<file path="src/serial_status_pkg.sv">
// constants for the serial status flag block
package serial_status_pkg;
  // register byte offsets
  localparam logic [3:0] OFS_STATUS  = 4'h0;
  localparam logic [3:0] OFS_DATA    = 4'h4;
  localparam logic [3:0] OFS_CONTROL = 4'h8;
  // status bit positions
  localparam int TX_BUFFER_EMPTY_FLAG_BIT = 7;
  localparam int TC_BIT   = 6;
  localparam int RX_BUFFER_FULL_FLAG_BIT = 5;
  localparam int IDLE_BIT = 4;
  localparam int OR_BIT   = 3;
  localparam int NF_BIT   = 2;
  localparam int FE_BIT   = 1;
  localparam int PF_BIT   = 0;
  localparam logic [7:0] RX_FLAG_MASK = 8'h3f;
  localparam logic [7:0] TX_FLAG_MASK = 8'hc0;
  // control bit positions
  localparam int CHAR_NINE_BIT  = 0;
  localparam int IDLE_TYPE_BIT  = 1;
  localparam int PARITY_ON_BIT  = 2;
  localparam int PARITY_ODD_BIT = 3;
  localparam int TX_ON_BIT      = 4;
  localparam int BREAK_BIT      = 5;
  localparam int LONG_BRK_BIT   = 6;
  // values after reset
  localparam logic [7:0] STATUS_RESET  = 8'hc0;
  localparam logic [6:0] CONTROL_RESET = 7'h00;
  // bit-sampling timing
  localparam int SYS_CLK_HZ    = 10_000_000;
  localparam int BAUD_HZ       = 9600;
  localparam int RT_PER_BIT    = 16;
  localparam logic [7:0] RT_DIV = 8'((SYS_CLK_HZ + BAUD_HZ * RT_PER_BIT / 2)
                                     / (BAUD_HZ * RT_PER_BIT));
  localparam logic [3:0] RT_START_FIRST = 4'h4;
  localparam logic [3:0] RT_START_LAST  = 4'ha;
  localparam logic [3:0] RT_DATA_FIRST  = 4'h8;
  localparam logic [3:0] RT_DATA_LAST   = 4'ha;
  localparam logic [3:0] RT_BIT_END     = 4'hf;
  localparam logic [2:0] START_SAMPLES  = 3'h7;
  // idle character times in sample ticks
  localparam logic [7:0] IDLE_TICKS_8  = 8'd160;
  localparam logic [7:0] IDLE_TICKS_9  = 8'd176;
  localparam logic [3:0] BITS_8 = 4'h8;
  localparam logic [3:0] BITS_9 = 4'h9;
  typedef enum logic [1:0] {SEL_STATUS, SEL_DATA, SEL_CONTROL, SEL_NONE} reg_sel_t;
  typedef enum {RX_IDLE, RX_START, RX_DATA, RX_STOP} rx_state_t;
  localparam logic [1:0] RESP_OKAY   = 2'h0;
  localparam logic [1:0] RESP_SLVERR = 2'h2;
endpackage : serial_status_pkg

</file>
<file path="src/serial_status_flag_logic.sv">
// status flag logic of an asynchronous serial port with an axi4-lite register slave
// Contract
// RL1 - status register read-only, writes ignored
// RL2 - tx empty set at reset, shifter load
// RL3 - status read then data write clears tx empty
// RL4 - tx complete set when buffer empty, idle
// RL5 - tx complete cleared by write, enable, break
// RL6 - rx full set when character moves in
// RL7 - status read then data read clears rx full
// RL8 - idle set after one character time high
// RL9 - idle type 0 counts from start bit
// RL10 - idle type 1 counts after stop bit
// RL11 - status read then data read clears idle
// RL12 - idle sets once per received character
// RL13 - overrun sets, new character discarded
// RL14 - status read then data read clears overrun
// RL15 - seven start samples, three per bit, noise
// RL16 - status read then data read clears noise
// RL17 - framing error when stop bit low
// RL18 - status read then data read clears framing
// RL19 - parity error on mismatch when enabled
// RL20 - status read then data read clears parity
// RL21 - long break detect blocks framing, rx full
// RL22 - character length selects eight or nine bits
// RL23 - only flags seen set are armed, cleared
`timescale 1ns/100ps
module serial_status_flag_logic (
  input  wire logic        sys_clk,
  input  wire logic        rst,
  input  wire logic [3:0]  s_axi_awaddr,
  input  wire logic        s_axi_awvalid,
  output logic             s_axi_awready,
  input  wire logic [31:0] s_axi_wdata,
  input  wire logic [3:0]  s_axi_wstrb,
  input  wire logic        s_axi_wvalid,
  output logic             s_axi_wready,
  output logic [1:0]       s_axi_bresp,
  output logic             s_axi_bvalid,
  input  wire logic        s_axi_bready,
  input  wire logic [3:0]  s_axi_araddr,
  input  wire logic        s_axi_arvalid,
  output logic             s_axi_arready,
  output logic [31:0]      s_axi_rdata,
  output logic [1:0]       s_axi_rresp,
  output logic             s_axi_rvalid,
  input  wire logic        s_axi_rready,
  input  wire logic        rxd,
  output logic [8:0]       tx_data,
  output logic             tx_data_valid,
  input  wire logic        tx_take,
  input  wire logic        tx_busy,
  output logic             tx_enable,
  output logic             tx_send_break,
  output logic             tx_queue_preamble
);
  import serial_status_pkg::*;

  function automatic reg_sel_t decode(input logic [3:0] addr);
    case (addr)
      OFS_STATUS:  decode = SEL_STATUS;
      OFS_DATA:    decode = SEL_DATA;
      OFS_CONTROL: decode = SEL_CONTROL;
      default:     decode = SEL_NONE;
    endcase
  endfunction : decode

  logic [7:0] status;
  logic [7:0] armed;
  logic [6:0] control;
  logic [8:0] rx_hold;
  logic       aw_got;
  logic       w_got;
  logic [3:0] aw_addr;
  logic [31:0] w_data;
  logic [3:0] w_strb;
  logic       wr_fire;
  logic       rd_fire;
  reg_sel_t   wr_sel;
  reg_sel_t   rd_sel;
  logic       data_wr;
  logic       data_rd;
  logic       status_rd;
  logic       ctrl_wr;
  logic       tc_clear_evt;

  // write channel: address and data taken in either order, answer after both
  assign wr_fire = aw_got && w_got && !s_axi_bvalid;
  assign wr_sel  = decode(aw_addr);
  assign data_wr = wr_fire && wr_sel == SEL_DATA && w_strb[0];
  assign ctrl_wr = wr_fire && wr_sel == SEL_CONTROL && w_strb[0];

  always_ff @(posedge sys_clk or posedge rst) begin
    if (rst) begin
      s_axi_awready <= 1'b1;
      s_axi_wready  <= 1'b1;
      aw_got        <= 1'b0;
      w_got         <= 1'b0;
      aw_addr       <= 4'h0;
      w_data        <= 32'h0;
      w_strb        <= 4'h0;
      s_axi_bvalid  <= 1'b0;
      s_axi_bresp   <= RESP_OKAY;
    end else begin
      if (s_axi_awvalid && s_axi_awready) begin
        aw_got        <= 1'b1;
        aw_addr       <= s_axi_awaddr;
        s_axi_awready <= 1'b0;
      end
      if (s_axi_wvalid && s_axi_wready) begin
        w_got        <= 1'b1;
        w_data       <= s_axi_wdata;
        w_strb       <= s_axi_wstrb;
        s_axi_wready <= 1'b0;
      end
      if (wr_fire) begin
        aw_got       <= 1'b0;
        w_got        <= 1'b0;
        s_axi_bvalid <= 1'b1;
        // the status register accepts the write and keeps every flag
        s_axi_bresp  <= (wr_sel == SEL_NONE) ? RESP_SLVERR : RESP_OKAY; // RL1
      end
      if (s_axi_bvalid && s_axi_bready) begin
        s_axi_bvalid  <= 1'b0;
        s_axi_awready <= 1'b1;
        s_axi_wready  <= 1'b1;
      end
    end
  end

  // read channel: the read takes effect at the address handshake
  assign rd_fire   = s_axi_arvalid && s_axi_arready;
  assign rd_sel    = decode(s_axi_araddr);
  assign data_rd   = rd_fire && rd_sel == SEL_DATA;
  assign status_rd = rd_fire && rd_sel == SEL_STATUS;

  always_ff @(posedge sys_clk or posedge rst) begin
    if (rst) begin
      s_axi_arready <= 1'b1;
      s_axi_rvalid  <= 1'b0;
      s_axi_rdata   <= 32'h0;
      s_axi_rresp   <= RESP_OKAY;
    end else if (rd_fire) begin
      s_axi_arready <= 1'b0;
      s_axi_rvalid  <= 1'b1;
      s_axi_rresp   <= (rd_sel == SEL_NONE) ? RESP_SLVERR : RESP_OKAY;
      case (rd_sel)
        SEL_STATUS:  s_axi_rdata <= {24'h0, status};
        SEL_DATA:    s_axi_rdata <= {23'h0, rx_hold};
        SEL_CONTROL: s_axi_rdata <= {25'h0, control};
        default:     s_axi_rdata <= 32'h0;
      endcase
    end else if (s_axi_rvalid && s_axi_rready) begin
      s_axi_rvalid  <= 1'b0;
      s_axi_arready <= 1'b1;
    end
  end

  // control register and transmitter side outputs
  always_ff @(posedge sys_clk or posedge rst) begin
    if (rst) begin
      control           <= CONTROL_RESET;
      tx_queue_preamble <= 1'b0;
    end else begin
      tx_queue_preamble <= ctrl_wr && w_data[TX_ON_BIT] && !control[TX_ON_BIT];
      if (ctrl_wr)
        control <= w_data[6:0];
    end
  end
  assign tx_enable     = control[TX_ON_BIT];
  assign tx_send_break = control[BREAK_BIT];

  assign tc_clear_evt = data_wr ||
                        (ctrl_wr && w_data[TX_ON_BIT] && !control[TX_ON_BIT]) ||
                        (ctrl_wr && w_data[BREAK_BIT]); // RL5

  // transmit buffer toward the shifter
  always_ff @(posedge sys_clk or posedge rst) begin
    if (rst) begin
      tx_data       <= 9'h0;
      tx_data_valid <= 1'b0;
    end else if (data_wr) begin
      tx_data       <= {w_strb[1] & w_data[8], w_data[7:0]};
      tx_data_valid <= 1'b1;
    end else if (tx_take) begin
      tx_data_valid <= 1'b0;
    end
  end

  // clear sequence arming: a status read arms exactly the flags it showed
  always_ff @(posedge sys_clk or posedge rst) begin
    if (rst) begin
      armed <= 8'h0;
    end else if (status_rd) begin
      armed <= status; // RL23
    end else begin
      if (data_rd)
        armed <= armed & ~RX_FLAG_MASK;
      if (data_wr)
        armed <= armed & ~TX_FLAG_MASK & (data_rd ? ~RX_FLAG_MASK : 8'hff);
    end
  end

  // transmit empty and complete flags; a set in the clearing cycle wins for tx empty, a clear wins for tx complete
  always_ff @(posedge sys_clk or posedge rst) begin
    if (rst) begin
      status[TX_BUFFER_EMPTY_FLAG_BIT] <= STATUS_RESET[TX_BUFFER_EMPTY_FLAG_BIT]; // RL2
      status[TC_BIT]   <= STATUS_RESET[TC_BIT];   // RL4
    end else begin
      if (tx_take)
        status[TX_BUFFER_EMPTY_FLAG_BIT] <= 1'b1; // RL2
      else if (data_wr && armed[TX_BUFFER_EMPTY_FLAG_BIT])
        status[TX_BUFFER_EMPTY_FLAG_BIT] <= 1'b0; // RL3
      if (status[TX_BUFFER_EMPTY_FLAG_BIT] && !tx_busy && !tx_data_valid && !tx_queue_preamble
          && !control[BREAK_BIT] && !tc_clear_evt)
        status[TC_BIT] <= 1'b1; // RL4
      else if (tx_busy)
        status[TC_BIT] <= 1'b0; // RL4
      else if (tc_clear_evt && armed[TC_BIT])
        status[TC_BIT] <= 1'b0; // RL5
    end
  end

  // receive line: three stages, a level counts once stages two and three agree
  logic [2:0] rx_sync;
  logic       rx_line;
  always_ff @(posedge sys_clk or posedge rst) begin
    if (rst) begin
      rx_sync <= 3'h7;
      rx_line <= 1'b1;
    end else begin
      rx_sync <= {rx_sync[1:0], rxd};
      if (rx_sync[1] == rx_sync[2])
        rx_line <= rx_sync[2];
    end
  end

  // sample tick enable
  logic [7:0] div_cnt;
  logic       tick;
  always_ff @(posedge sys_clk or posedge rst) begin
    if (rst) begin
      div_cnt <= 8'h0;
      tick    <= 1'b0;
    end else begin
      tick <= (div_cnt == RT_DIV - 8'h1);
      if (div_cnt == RT_DIV - 8'h1)
        div_cnt <= 8'h0;
      else
        div_cnt <= div_cnt + 8'h1;
    end
  end

  // receiver frame sequencing with majority sampling
  rx_state_t  rx_state;
  logic [3:0] rt;
  logic [3:0] bit_idx;
  logic [2:0] ones;
  logic [2:0] ones_now;
  logic       noisy;
  logic [8:0] rx_bits;
  logic       char_done;
  logic       stop_bad;
  logic       char_noisy;
  logic [3:0] nbits;
  logic       in_window;
  logic       bit_val;
  logic       bit_noise;

  assign nbits     = control[CHAR_NINE_BIT] ? BITS_9 : BITS_8; // RL22
  assign in_window = (rx_state == RX_START) ? (rt >= RT_START_FIRST && rt <= RT_START_LAST)
                                            : (rt >= RT_DATA_FIRST && rt <= RT_DATA_LAST);
  assign ones_now  = ones + {2'h0, rx_line};
  assign bit_val   = ones_now >= 3'h2;
  assign bit_noise = ones_now != 3'h0 && ones_now != 3'h3; // RL15

  always_ff @(posedge sys_clk or posedge rst) begin
    if (rst) begin
      rx_state   <= RX_IDLE;
      rt         <= 4'h0;
      bit_idx    <= 4'h0;
      ones       <= 3'h0;
      noisy      <= 1'b0;
      rx_bits    <= 9'h0;
      char_done  <= 1'b0;
      stop_bad   <= 1'b0;
      char_noisy <= 1'b0;
    end else begin
      char_done <= 1'b0;
      if (tick) begin
        rt <= rt + 4'h1;
        if (in_window && rx_state != RX_IDLE)
          ones <= ones_now;
        case (rx_state)
          RX_IDLE: begin
            rt <= 4'h0;
            if (!rx_line) begin
              rx_state <= RX_START;
              ones     <= 3'h0;
              noisy    <= 1'b0;
              rx_bits  <= 9'h0;
            end
          end
          RX_START: begin
            if (rt == RT_START_LAST) begin
              ones <= 3'h0;
              // seven start samples; a mostly high start bit is a false start
              if (ones_now > 3'h3) begin
                rx_state <= RX_IDLE;
              end else begin
                noisy <= ones_now != 3'h0; // RL15
              end
            end
            if (rt == RT_BIT_END) begin
              rx_state <= RX_DATA;
              bit_idx  <= 4'h0;
            end
          end
          RX_DATA: begin
            if (rt == RT_DATA_LAST) begin
              rx_bits[bit_idx] <= bit_val;
              noisy            <= noisy | bit_noise; // RL15
              ones             <= 3'h0;
            end
            if (rt == RT_BIT_END) begin
              if (bit_idx == nbits - 4'h1)
                rx_state <= RX_STOP;
              bit_idx <= bit_idx + 4'h1;
            end
          end
          RX_STOP: begin
            if (rt == RT_DATA_LAST) begin
              char_done  <= 1'b1;
              stop_bad   <= !bit_val; // RL17
              char_noisy <= noisy | bit_noise;
              ones       <= 3'h0;
              rx_state   <= RX_IDLE;
            end
          end
          default: rx_state <= RX_IDLE;
        endcase
      end
    end
  end

  // parity over data and parity bit: even expects zero, odd expects one
  logic [8:0] par_mask;
  logic       par_bad;
  assign par_mask = control[CHAR_NINE_BIT] ? 9'h1ff : 9'h0ff;
  assign par_bad  = control[PARITY_ON_BIT] &&
                    ((^(rx_bits & par_mask)) != control[PARITY_ODD_BIT]); // RL19

  // receive flags and data register
  logic rx_load;
  logic rx_lost;
  assign rx_load = char_done && !control[LONG_BRK_BIT] && !status[RX_BUFFER_FULL_FLAG_BIT]; // RL21
  assign rx_lost = char_done && !control[LONG_BRK_BIT] && status[RX_BUFFER_FULL_FLAG_BIT];  // RL13

  always_ff @(posedge sys_clk or posedge rst) begin
    if (rst) begin
      rx_hold          <= 9'h0;
      status[RX_BUFFER_FULL_FLAG_BIT] <= 1'b0;
      status[NF_BIT]   <= 1'b0;
      status[FE_BIT]   <= 1'b0;
      status[PF_BIT]   <= 1'b0;
    end else if (rx_load) begin
      rx_hold          <= rx_bits & par_mask;
      status[RX_BUFFER_FULL_FLAG_BIT] <= 1'b1;       // RL6
      status[NF_BIT]   <= char_noisy; // RL15
      status[FE_BIT]   <= stop_bad;   // RL17
      status[PF_BIT]   <= par_bad;    // RL19
    end else if (data_rd) begin
      if (armed[RX_BUFFER_FULL_FLAG_BIT])
        status[RX_BUFFER_FULL_FLAG_BIT] <= 1'b0; // RL7
      if (armed[NF_BIT])
        status[NF_BIT] <= 1'b0;   // RL16
      if (armed[FE_BIT])
        status[FE_BIT] <= 1'b0;   // RL18
      if (armed[PF_BIT])
        status[PF_BIT] <= 1'b0;   // RL20
    end
  end

  always_ff @(posedge sys_clk or posedge rst) begin
    if (rst) begin
      status[OR_BIT] <= 1'b0;
    end else if (rx_lost) begin
      status[OR_BIT] <= 1'b1; // RL13
    end else if (data_rd && armed[OR_BIT]) begin
      status[OR_BIT] <= 1'b0; // RL14
    end
  end

  // idle line detection
  logic [7:0] idle_cnt;
  logic       idle_armed;
  logic       idle_hit;
  logic       idle_run;
  assign idle_run = control[IDLE_TYPE_BIT] ? (rx_state == RX_IDLE)   // RL10
                                           : (rx_state != RX_START); // RL9
  assign idle_hit = idle_cnt == (control[CHAR_NINE_BIT] ? IDLE_TICKS_9 : IDLE_TICKS_8); // RL8

  always_ff @(posedge sys_clk or posedge rst) begin
    if (rst) begin
      idle_cnt <= 8'h0;
    end else if (tick) begin
      if (!rx_line || !idle_run)
        idle_cnt <= 8'h0;
      else if (!idle_hit)
        idle_cnt <= idle_cnt + 8'h1; // RL9
    end
  end

  always_ff @(posedge sys_clk or posedge rst) begin
    if (rst) begin
      idle_armed       <= 1'b0;
      status[IDLE_BIT] <= 1'b0;
    end else begin
      if (rx_load)
        idle_armed <= 1'b1; // RL12
      else if (idle_hit && idle_armed)
        idle_armed <= 1'b0; // RL12
      if (idle_hit && idle_armed)
        status[IDLE_BIT] <= 1'b1; // RL8
      else if (data_rd && armed[IDLE_BIT])
        status[IDLE_BIT] <= 1'b0; // RL11
    end
  end
endmodule : serial_status_flag_logic

</file>
<file path="config.mk">
export PLATFORM = sky130hd
export DESIGN_NAME = serial_status_flag_logic
export DESIGN_NICKNAME = d
export VERILOG_FILES = /design/src/serial_status_pkg.sv /design/src/serial_status_flag_logic.sv
export SDC_FILE = /design/constraint.sdc
export NUM_CORES = 1
export LEC_CHECK = 0
export ABC_AREA = 1
export BUFFER_PORTS_ARGS = -buffer_cell sky130_fd_sc_hd__buf_2
export CAP_MARGIN = 20
export CORE_MARGIN = 8
export CORE_UTILIZATION = 56
export DETAILED_ROUTE_END_ITERATION = 8
export GPL_TIMING_DRIVEN = 1
export PLACE_DENSITY_LB_ADDON = 0.3
export SKIP_LAST_GASP = 1
export SLEW_MARGIN = 10
export SYNTH_ARGS = -nofsm -noshare
export SYNTH_HDL_FRONTEND = slang
export SYNTH_SLANG_ARGS = --single-unit
</file>
<file path="constraint.sdc">
create_clock -name sys_clk -period 4.05 [get_ports sys_clk]
set_input_delay 0.405 -clock sys_clk [delete_from_list [all_inputs] [get_ports sys_clk]]
set_output_delay 0.405 -clock sys_clk [all_outputs]
set_load 0.02 [all_outputs]
</file>
==> impl_results.md <==
- Status: complete, no violations
- P_sw: 1.13 mW
- Routability congestion estimate: between 0.8 and 0.9
- Synth Flop Type: dfrtp_1
- Clock Tree Buf Depth: 2
- Dominant cell type by area after synthesis: dfrtp_1
- # IOs: ~110
- Worst EP arrival: roughly 2.5 ns
- Area after DPL: between 6000 and 7000 sq um
- Most frequent cells in the layout: 200 x nand2_1, 115 x dfrtp_1, 110 x inv_1, 77 x o21ai_0, 57 x buf_2
- EDFF count, synth: 0
- Routed wire length: approximately 13000 um
- Num CTS Buffers: 17
- First-pass GRT wire length: ~22000 um
- Clock power frac: 0.408
- Crit. End Element: flop
- Die ar.: 14800 sq um
- Worst vdd ir: roughly 0.37 mV
- Port bufs: between 50 and 60
- Final Setup Violations: 0
- Rel. slew slack: 0.388
- Post-Syn Area: a little over 6000 sq um
- Ranking of synthesized cells by area: dfrtp_1 46%, nand2_1 12%, inv_1 6.7%
- Period utilization: 0.521
- Unrepaired setup endpoints after global routing: false
- Crit path time final: about 2.1 ns
- Routed len/inst: 13.2 um
- Worst path required time: roughly 4.4 ns
- Synth top area share: 0.461
- Post-synthesis xor/xnor area fraction: 0.0126
- Layout Area Growth over Synthesis: 15.8%
- Post-DRT Antenna Nets: 0
- Post-CTS Setup Repair Bufs: 0
- Pint: between 2 and 3 mW
- Core area: between 10000 and 15000 sq um
- GRT Util Overall: 0.181
- Post-DP HPWL: 9260 um
- Die height: between 100 and 150 um
- Largest family of logic cells by synthesized area: simple AND/OR/NAND/NOR gates
- Async S/R FF share, synth: 1.00
- Leakage power total: 3.78 nW
- Final net count: a little under 900
- CTS Sinks: roughly 120
- Final hold vios: 0
- Antenna Cells: 0
- Filler cell count: 840
- Switching portion of total power: 0.286
- Footprint of the multi-input gates: 2540 sq um
- Final instance area: ~7200 sq um
- Slew Limit Fails: 0
- DIE WIDTH: 122 um
- Fin util: 0.666
- Simple-gate share of the synthesized area: 0.225
- Flops & latches, synth: ~120
- Commonest non-fill, non-tap cell in the layout: nand2_1
- Layout cells sized above 1: 0.145
- Design Power: about 3.9 mW
- Antenna violations before repair: 0
- Number of global-route vias before repair: 4995
- Maximum clock frequency: around 470 MHz
- Slew @ Worst Pin: approximately 0.9 ns
- Clk pin slew, worst setup/hold paths: around 0.06 ns
- CP Max Fanout: 22
- Root buf cell: clkbuf_8
- Mean post-synth cell area: roughly 8 sq um
- DR iter-0 viols: 446
- Comb pwr share: 0.174
- Max Cap Violations: 0
- H-tree depth: 4
- Gate count after technology mapping: between 700 and 800
- Synth warn: 0
- Post-synthesis compound-gate area fraction: 0.113
- Startpoint type of the worst setup path: flop
- Storage cell area: between 3000 and 4000 sq um
- Clock skew: between 0.006 and 0.007 ns
- Post-synthesis sequential area ratio: 0.499
- Pwr dens: roughly 550 nW/um^2
- Routed via count: 5089
- Mux contribution to synthesized area: 0.00341
- Sum Neg Setup Slack: 0 ns
- 1st-pass router iterations: 4
- Post-synthesis adder-cell area fraction: 0.0377
- Cell row count: 38
- Hold Crit Class: input port to flop
- Initial Util: 0.576
- Via density: 5.22
- Largest net degree at the start of global routing: 74
- Drt drc: 0
- Distinct cells, synth: 44
- Worst-Skew Late Latency: around 0.5 ns
- CTS tree: built
- Total grt overflow: 0
- Kind of critical path: flop to flop
- Register share of total power: 0.417
-- layout make-up --
class,instances,share of cell area
flip-flops and latches,124,0.431
multi-input cells,504,0.352
clock buffers,21,0.0622
inverters,116,0.0608
repair buffers,59,0.0437
clock inverters,11,0.0263
well taps,140,0.0243
-- timing repair --
item                                   4_1_cts  5_1_grt
endpoints found under the hold margin        1        0
hold buffers                                 1        0
gates resized for setup                      0        0
-- path summary, 6_finish.rpt --
kind                                    start  slack (ns)  depth (start not counted)       endpoint
worst max-delay path             s_axi_bvalid        1.94                          5     tx_data[3]
worst min-delay path            s_axi_awvalid        0.06                          2  s_axi_awready
worst max register to register   s_axi_bvalid        1.94                          5     tx_data[3]
worst min register to register     rx_sync[0]        0.36                          0     rx_sync[1]
max in group asynchronous                 rst        3.14                          3   s_axi_wready
min in group asynchronous                 rst        0.08                          2      w_data[7]
-- state kept, by name (all words and copies together) (netlist names), 8 cells and up --
signal,count
idle_cnt,8
rx_bits,9
armed,8
w_data,9
div_cnt,8
rx_hold,9
s_axi_rdata,9
tx_data,9
status,8
-- synth_stat cells, drive strengths merged (2+ instances only) --
cell type,n
o21ai,91
clkbuf,7
o21bai,2
dfrtp,115
nand2,203
a31oi,2
nand3,45
nor2,47
o22ai,11
nand3b,3
o211ai,6
xor2,8
or2,3
ha,18
a21oi,13
nand4,13
inv,115
nor3,4
nor4,3
dfstp,9
buf,30
-- power by group through the flow --
stage	Clock (mW)	Combinational (mW)	Sequential [mW]
6_report	1.61	0.688	1.65
5_1_grt	1.69	0.771	1.67
4_1_cts	1.64	0.695	1.65
3_5_place_dp	0	0.686	1.66
3_3_place_gp	0	0.663	1.65
2_1_floorplan	0	0.396	1.73
-- layer usage --
metal	GRT usage	wire (um)	vias to the layer above
met5	0	0	-
met4	0.0609	139	0
met3	0.0486	836	16
met2	0.311	6350	137
met1	0.216	5540	2433
li1	-	-	2503
-- logic make-up after synthesis --
family | after synthesis
other cells | 1
compound gates | 127
fa+ha+maj | 19
xor+xnor | 9
flops | 124
simple gates | 322
buf+inv | 153
mux | 2
-- worst max-delay path, cell delays in order, from the launching register on --
cell	delay, ns
dfrtp_1	0.39
inv_1	0.08
nand3_1	0.15
nor2_2	0.17
nand4_1	0.72
o21ai_0	0.47
-- through the flow --
| step | instances | hold slack [ns] | setup WS (ns) |
|---|---|---|---|
| floorplan | 781 | 0.345 | 0.361 |
| global placement | 942 | 0.347 | 2.08 |
| detailed placement | 942 | 0.348 | 2.05 |
| CTS | 975 | 0.0465 | 1.94 |
| global route | 975 | 0.0654 | 1.73 |
| finish | 975 | 0.0583 | 1.94 |
Power figures use the tool's default switching activity.
